**src/core/timer_pair_defines.svh**
```systemverilog
`ifndef TIMER_PAIR_DEFINES_SVH
`define TIMER_PAIR_DEFINES_SVH

// register indexes, byte address is four times the index
`define NARROW_CTRL_IDX 3'h0
`define WIDE_CTRL_IDX 3'h2
`define JOINT_CTRL_IDX 3'h3
`define PAIR_STATUS_IDX 3'h4

// joint control field positions
`define JOINT_WIDE_RUN_BIT 7
`define JOINT_NARROW_RUN_BIT 6
`define JOINT_SYNC_BIT 5
`define JOINT_FREEZE_BIT 4
`define JOINT_SINGLE_BIT 3

// own enable bit of each timer control register
`define OWN_RUN_BIT 7

// reset and read values
`define JOINT_RESET 5'h00
`define JOINT_RSVD_READ 3'h7

// carrier edges counted before the single capture is armed
`define CAP_ARM_WAITS 2'h2

`endif

```
**src/core/timer_pair_pkg.sv**
```systemverilog
package timer_pair_pkg;

  typedef struct packed {
    logic wide_run;
    logic narrow_run;
    logic sync_mode;
    logic wide_freeze;
    logic single_capture;
  } joint_ctrl_t;

  typedef struct packed {
    logic capture;
    logic irq;
  } capture_evt_t;

  typedef enum logic [3:0] {
    CAP_WAIT  = 4'h1,
    CAP_ARMED = 4'h2,
    CAP_FIRST = 4'h4,
    CAP_DONE  = 4'h8
  } cap_state_t;

endpackage : timer_pair_pkg
```
**src/core/timer_pair_joint_control.sv**
```systemverilog
// Operation
// - both enables in one write start together
// - narrow run is joint bit or own bit
// - freeze holds wide output at present level
// - bit three selects single carrier capture
// - arm third, capture fourth fifth, timeout resets
//
// Decided for this implementation: the APB slave port.
`timescale 1ns/100ps
`include "timer_pair_defines.svh"

module timer_pair_joint_control
(
  input wire logic pclk,
  input wire logic presetn,
  input wire logic psel,
  input wire logic penable,
  input wire logic pwrite,
  input wire logic [31:0] paddr,
  input wire logic [31:0] pwdata,
  output logic [31:0] prdata,
  output logic pready,
  output logic pslverr,
  input wire logic wide_toggle,
  input wire logic wide_demod,
  input wire logic narrow_out_raw,
  input wire logic narrow_timeout,
  input wire logic carrier_pin,
  output logic wide_counter_run,
  output logic narrow_counter_run,
  output logic wide_timer_out,
  output logic narrow_timer_out,
  output timer_pair_pkg::capture_evt_t narrow_capture_evt
);
  import timer_pair_pkg::*;

  ////////////////////////////////////////////////////////////////////////////
  // apb decode

  joint_ctrl_t joint_ff;
  logic narrow_own_ff;
  logic wide_own_ff;
  logic pready_ff;
  logic pslverr_ff;
  logic [31:0] prdata_ff;
  cap_state_t cap_ff;
  logic carrier_s1_ff;
  logic carrier_s2_ff;
  logic carrier_s3_ff;
  logic carrier_lvl_ff;
  logic wide_out_ff;
  logic narrow_out_ff;
  logic wide_demod_d_ff;
  logic wide_run_ff;
  logic narrow_run_ff;
  capture_evt_t evt_ff;

  wire [2:0] reg_idx = paddr[4:2];
  wire in_range = (paddr[31:5] == 27'h0) && (paddr[1:0] == 2'h0);
  wire hit_narrow = in_range && (reg_idx == `NARROW_CTRL_IDX);
  wire hit_wide = in_range && (reg_idx == `WIDE_CTRL_IDX);
  wire hit_joint = in_range && (reg_idx == `JOINT_CTRL_IDX);
  wire hit_status = in_range && (reg_idx == `PAIR_STATUS_IDX);
  wire hit_any = hit_narrow || hit_wide || hit_joint || hit_status;
  wire setup_ph = psel && !penable;
  wire access_ph = psel && penable && pready_ff;
  wire wr_en = access_ph && pwrite && hit_any;
  wire nxt_pready = setup_ph;

  ////////////////////////////////////////////////////////////////////////////
  // read mux

  wire [7:0] joint_rd = {joint_ff.wide_run, joint_ff.narrow_run, joint_ff.sync_mode,
                         joint_ff.wide_freeze, joint_ff.single_capture, `JOINT_RSVD_READ};
  wire [7:0] narrow_rd = {narrow_own_ff, 7'h00};
  wire [7:0] wide_rd = {wide_own_ff, 7'h00};
  wire [7:0] status_rd = {wide_run_ff, narrow_run_ff, wide_out_ff, narrow_out_ff,
                          cap_ff};
  wire [7:0] rd_byte = hit_joint ? joint_rd :
                       hit_narrow ? narrow_rd :
                       hit_wide ? wide_rd :
                       hit_status ? status_rd : 8'h00;
  wire [31:0] nxt_prdata = (setup_ph && !pwrite) ? {24'h000000, rd_byte} : 32'h00000000;
  wire nxt_pslverr = setup_ph && !hit_any;

  ////////////////////////////////////////////////////////////////////////////
  // control registers

  wire wr_joint = wr_en && hit_joint;
  wire wr_narrow = wr_en && hit_narrow;
  wire wr_wide = wr_en && hit_wide;
  wire [7:0] wb = pwdata[7:0];
  joint_ctrl_t nxt_joint;
  assign nxt_joint = wr_joint ? {wb[`JOINT_WIDE_RUN_BIT], wb[`JOINT_NARROW_RUN_BIT],
                                 wb[`JOINT_SYNC_BIT], wb[`JOINT_FREEZE_BIT],
                                 wb[`JOINT_SINGLE_BIT]} : joint_ff;
  wire nxt_narrow_own = wr_narrow ? wb[`OWN_RUN_BIT] : narrow_own_ff;
  wire nxt_wide_own = wr_wide ? wb[`OWN_RUN_BIT] : wide_own_ff;

  // both run flags come from the same edge, so one write starts both
  wire nxt_wide_run = nxt_joint.wide_run || nxt_wide_own;
  wire nxt_narrow_run = nxt_joint.narrow_run || nxt_narrow_own;

  always_ff @(posedge pclk or negedge presetn)
  begin
    if (!presetn)
    begin
      joint_ff <= `JOINT_RESET;
      narrow_own_ff <= 1'b0;
      wide_own_ff <= 1'b0;
      wide_run_ff <= 1'b0;
      narrow_run_ff <= 1'b0;
      pready_ff <= 1'b0;
      pslverr_ff <= 1'b0;
      prdata_ff <= 32'h00000000;
    end
    else
    begin
      joint_ff <= nxt_joint;
      narrow_own_ff <= nxt_narrow_own;
      wide_own_ff <= nxt_wide_own;
      wide_run_ff <= nxt_wide_run;
      narrow_run_ff <= nxt_narrow_run;
      pready_ff <= nxt_pready;
      pslverr_ff <= nxt_pslverr;
      prdata_ff <= nxt_prdata;
    end
  end

  ////////////////////////////////////////////////////////////////////////////
  // timer outputs

  // freeze keeps the last level while the counter keeps toggling
  wire nxt_wide_out = joint_ff.wide_freeze ? wide_out_ff : wide_toggle;
  // in sync mode the narrow output only moves on a wide demod edge
  wire demod_edge = wide_demod ^ wide_demod_d_ff;
  wire nxt_narrow_out = !joint_ff.sync_mode ? narrow_out_raw :
                        demod_edge ? narrow_out_raw : narrow_out_ff;

  always_ff @(posedge pclk or negedge presetn)
  begin
    if (!presetn)
    begin
      wide_out_ff <= 1'b0;
      narrow_out_ff <= 1'b0;
      wide_demod_d_ff <= 1'b0;
    end
    else
    begin
      wide_out_ff <= nxt_wide_out;
      narrow_out_ff <= nxt_narrow_out;
      wide_demod_d_ff <= wide_demod;
    end
  end

  ////////////////////////////////////////////////////////////////////////////
  // carrier pin synchroniser

  wire nxt_carrier_lvl = (carrier_s2_ff == carrier_s3_ff) ? carrier_s3_ff : carrier_lvl_ff;
  wire carrier_edge = (carrier_s2_ff == carrier_s3_ff) && (carrier_s3_ff != carrier_lvl_ff);

  always_ff @(posedge pclk or negedge presetn)
  begin
    if (!presetn)
    begin
      carrier_s1_ff <= 1'b0;
      carrier_s2_ff <= 1'b0;
      carrier_s3_ff <= 1'b0;
      carrier_lvl_ff <= 1'b0;
    end
    else
    begin
      carrier_s1_ff <= carrier_pin;
      carrier_s2_ff <= carrier_s1_ff;
      carrier_s3_ff <= carrier_s2_ff;
      carrier_lvl_ff <= nxt_carrier_lvl;
    end
  end

  ////////////////////////////////////////////////////////////////////////////
  // one-cycle carrier capture

  logic [1:0] wait_cnt_ff;
  logic [1:0] nxt_wait_cnt;
  cap_state_t nxt_cap;
  capture_evt_t nxt_evt;

  always_comb
  begin
    nxt_cap = cap_ff;
    nxt_wait_cnt = wait_cnt_ff;
    nxt_evt = '0;
    if (!joint_ff.single_capture)
    begin
      nxt_cap = CAP_WAIT;
      nxt_wait_cnt = 2'h0;
      nxt_evt.capture = carrier_edge && narrow_run_ff;
    end
    else if (narrow_timeout)
    begin
      nxt_cap = CAP_WAIT;
      nxt_wait_cnt = 2'h0;
    end
    else if (carrier_edge && narrow_run_ff)
    begin
      case (cap_ff)
        CAP_WAIT:
        begin
          if (wait_cnt_ff == `CAP_ARM_WAITS)
          begin
            nxt_cap = CAP_ARMED;
          end
          else
          begin
            nxt_wait_cnt = wait_cnt_ff + 2'h1;
          end
        end
        CAP_ARMED:
        begin
          nxt_cap = CAP_FIRST;
          nxt_evt.capture = 1'b1;
        end
        CAP_FIRST:
        begin
          nxt_cap = CAP_DONE;
          nxt_evt.capture = 1'b1;
          nxt_evt.irq = 1'b1;
        end
        CAP_DONE:
        begin
          nxt_cap = CAP_DONE;
        end
        default:
        begin
          nxt_cap = CAP_WAIT;
        end
      endcase
    end
  end

  always_ff @(posedge pclk or negedge presetn)
  begin
    if (!presetn)
    begin
      cap_ff <= CAP_WAIT;
      wait_cnt_ff <= 2'h0;
      evt_ff <= '0;
    end
    else
    begin
      cap_ff <= nxt_cap;
      wait_cnt_ff <= nxt_wait_cnt;
      evt_ff <= nxt_evt;
    end
  end

  ////////////////////////////////////////////////////////////////////////////
  // outputs

  assign prdata = prdata_ff;
  assign pready = pready_ff;
  assign pslverr = pslverr_ff;
  assign wide_counter_run = wide_run_ff;
  assign narrow_counter_run = narrow_run_ff;
  assign wide_timer_out = wide_out_ff;
  assign narrow_timer_out = narrow_out_ff;
  assign narrow_capture_evt = evt_ff;

endmodule : timer_pair_joint_control

```
**config.mk**
```make
export PLATFORM = sky130hd
export DESIGN_NAME = timer_pair_joint_control
export DESIGN_NICKNAME = d
export VERILOG_FILES = /design/src/core/timer_pair_pkg.sv /design/src/core/timer_pair_joint_control.sv
export VERILOG_INCLUDE_DIRS = /design/src /design/src/core
export SDC_FILE = /design/constraint.sdc
export NUM_CORES = 1
export LEC_CHECK = 0
export ABC_AREA = 1
export BUFFER_PORTS_ARGS = -buffer_cell sky130_fd_sc_hd__buf_2
export CORE_AREA = 2 2 76 78
export CTS_CLUSTER_DIAMETER = 120
export DETAILED_ROUTE_END_ITERATION = 8
export DIE_AREA = 0 0 78 80
export HOLD_SLACK_MARGIN = 0.08
export PLACE_DENSITY = 0.71
export REMOVE_ABC_BUFFERS = 1
export SYNTH_ARGS = -nofsm -noshare
export SYNTH_HDL_FRONTEND = slang
export SYNTH_SLANG_ARGS = --single-unit
```
**constraint.sdc**
```tcl
create_clock -name pclk -period 1.6 [get_ports pclk]
set_input_delay 0.08 -clock pclk [delete_from_list [all_inputs] [get_ports pclk]]
set_output_delay 0.08 -clock pclk [all_outputs]
set_load 0.01 [all_outputs]
```
==> reports/metrics.csv <==
stage,metric,value,unit
layout,regArea,852,µm²
pwr,p_sw_share,29.7,%
routing,highest_layer,met4,
die,rows,27,
logic_synthesis,synth_area,0.00183,mm²
sta,fin_crit_sh,92.0,%
layout,fillers,565,
pwr,p_int,1450,µW
logic_synthesis,yosysSeqAreaShare,46.6,%
pwr,total_power,2060,µW
global_routing,track_usage,12.6,%
die,die_area,0.00624,mm²
pwr,p_sw,611,µW
routing,antenna_left,0,
sta,maxSlewViolCount,0,
routing,viasPerCell,4.11,
logic_synthesis,avgSynthCellArea,8.30,µm²
layout,fin_util,43.6,%
pwr,p_leak,0.00125,µW
sta,finalSetupTns,0,ps
clocking,clock-sinks,34,
logic_synthesis,synth_top_area_cell,dfrtp_1,
sta,skew,9.03,ps
sta,setup_viol,0,
job,drv_cap,0,
layout,multiInputGateArea,763,µm²
clocking,cts_tree,yes,
logic_synthesis,synth_ff_type,dfrtp_1,
placed_design,portBuffers,62,
pwr,ir_worst_vdd,0.437,mV
routing,wl_met3,149,µm
logic_synthesis,yosys.area.top_type_share,45.2,%
die,io_pins,114,
clocking,clkLatencyLatePin,280,ps
layout,final_cell_mix,"62 x buf_2, 37 x nand2_1, 34 x nor2_1, 33 x dfrtp_1, 26 x inv_1",
logic_synthesis,synth_edf_count,0,
pwr,p_per_area,872,mW/mm²
clocking,cts-root-buf,clkbuf_8,
placed_design,pre_cts_ws,121,ps
layout,nets,377,
routing,wl_met1,1600,µm
pwr,comb_power_share,20.9,%
logic_synthesis,yosysWarnings,0,
worst_hold_path,worstHoldPathType,primary input to register,
sta,hold_viol_final,0,
placed_design,dpl.hpwl,2830,µm
worst_setup_path,crit_arrival,1660,ps
global_routing,grt_pass1_vias,1561,
die,die_w,78,µm
die,die_h,80,µm
placed_design,dp_cells,355,
global_routing,grt_max_degree,35,
clocking,cts_buffers,5,
layout,antennaDiodeCount,0,
sta,worst_slack,127,ps
routing,first_pass_iters,4,
clocking,clkTransAtPathRegs,70,ps
sta,max_freq,679,MHz
global_routing,antenna_found_initial,0,
routing,drc_errors,0,
worst_setup_path,required,1790,ps
die,initial_core_util,33.8,%
sta,min_period,1470,ps
pwr,clkPwrFrac,31.3,%
layout,drive_gt1_share,29.0,%
sta,maxSlewHeadroom,51.2,%
global_routing,grt_pass1_wl,6380,µm
clocking,clockBufferDepth,2,
pwr,p_seq_share,47.9,%
worst_setup_path,startpoint_type,register,
placed_design,gp_congestion,0.830,
logic_synthesis,synth.area.top_cells,"dfrtp_1 45%, buf_4 9.9%, nand2_1 7.6%, nor2_1 7.2%, inv_1 5.3%",
routing,vias,1540,
logic_synthesis,ys_seq_elements,34,
sta,rsz0062_at_grt,false,
logic_synthesis,synth.distinct_cells,31,
routing,dr.first_iter.drc_count,76,
routing,wl_per_cell,9.57,µm
layout,layout_commonest_cell,buf_2,
sta,tightest_slew,732,ps
worst_setup_path,criticalPathCategory,register to register,
worst_setup_path,endpoint_kind,register,
global_routing,grt_overflow,0,
die,core,0.00541,mm²
run_status,status,completed,
worst_setup_path,cp_max_fo,5,
routing,wirelength,3590,µm
routing,wl_met2,1800,µm
logic_synthesis,synthCells,220,
clocking,htree_levels,2,
logic_synthesis,async_flop_share,100,%
layout,layoutNonFillerInstCount,375,
layout,area_growth,29.1,%
## critical path: stages, from the launching register on
cell,delay (ps)
dfstp_2,560
inv_1,70
nor2_1,80
nand2_1,90
nor2_1,130
inv_1,50
nand2_1,110
inv_2,70
nor2_2,100
nand2_1,60
o31ai_1,60
## through the flow
stage	hold slack, ps	area [µm²]
after floorplan	-216	1720
after global placement	189	2140
after detailed placement	191	2140
after CTS	97.2	2360
after global routing	116	2360
final	98.6	2360
## power by group through the flow
stage | clock, µW | combinational (µW) | sequential [µW]
final | 643 | 429 | 984
after global routing | 712 | 501 | 990
after CTS | 664 | 428 | 984
after detailed placement | 0 | 404 | 1000
after global placement | 0 | 390 | 1000
after floorplan | 0 | 276 | 991
## logic make-up after synthesis
kind of cell,after synthesis,synth area share (%)
adders and majority gates,1,0.685
other,1,0.205
AOI/OAI and AO/OA,23,7.33
DFF,34,46.6
buffers and inverters,54,16.4
xor gates and xnor gates,2,0.959
and+or+nand+nor,103,26.5
muxes,2,1.23
## state kept, by name, indices dropped and copies added, names as in the netlist
name / cells
prdata: 8
joint_ff: 5
cap_ff: 4
narrow_capture_evt: 2
wait_cnt_ff: 2
carrier_lvl_ff: 1
carrier_s1_ff: 1
carrier_s2_ff: 1
carrier_s3_ff: 1
narrow_counter_run: 1
narrow_own_ff: 1
narrow_timer_out: 1
pready: 1
pslverr: 1
wide_counter_run: 1
wide_demod_d_ff: 1
wide_own_ff: 1
wide_timer_out: 1
## Yosys cell counts (2+ instances only)
cell	count
inv_1	26
or2_1	2
nor2_1	35
nand2_1	37
a21oi_1	12
dfrtp_1	33
o21ai_2	2
o31ai_1	2
o21ai_1	4
inv_2	3
nand3_1	12
nor3_1	4
mux2_2	2
nand4_1	5
buf_4	24
nor2_4	2
## worst paths after layout
path	start	end	slack, ps	depth (start not counted)
max in group asynchronous	presetn	narrow_counter_run	730	2
min in group asynchronous	presetn	carrier_s1_ff	390	2
worst min register to register	carrier_s1_ff	carrier_s2_ff	360	0
worst max-delay path	cap_ff[0]	cap_ff[1]	130	10
worst max register to register	cap_ff[0]	cap_ff[1]	130	10
worst min-delay path	narrow_timeout	narrow_capture_evt[1]	100	3
## layout make-up
type	count	area share, %
inverter	29	4.62
clock buffer	7	3.66
sequential	34	36.1
clock inverter	1	0.212
timing repair buffer	77	19.2
tap	72	3.82
multi-input combinational	155	32.4
## repair_timing
action | CTS | global route
resized for setup | 0 | 1
setup endpoints to repair | 0 | 2
setup buffers | 0 | 0
endpoints found under the hold margin | 46 | 0
hold buffers | 12 | 0
## layer usage
layer	vias to the layer above	global-route usage [%]
met5	-	0
met4	0	4.21
met3	5	3.17
met2	37	22.8
met1	685	14.5
li1	813	-
No activity file was read; power rests on OpenSTA's default activity.
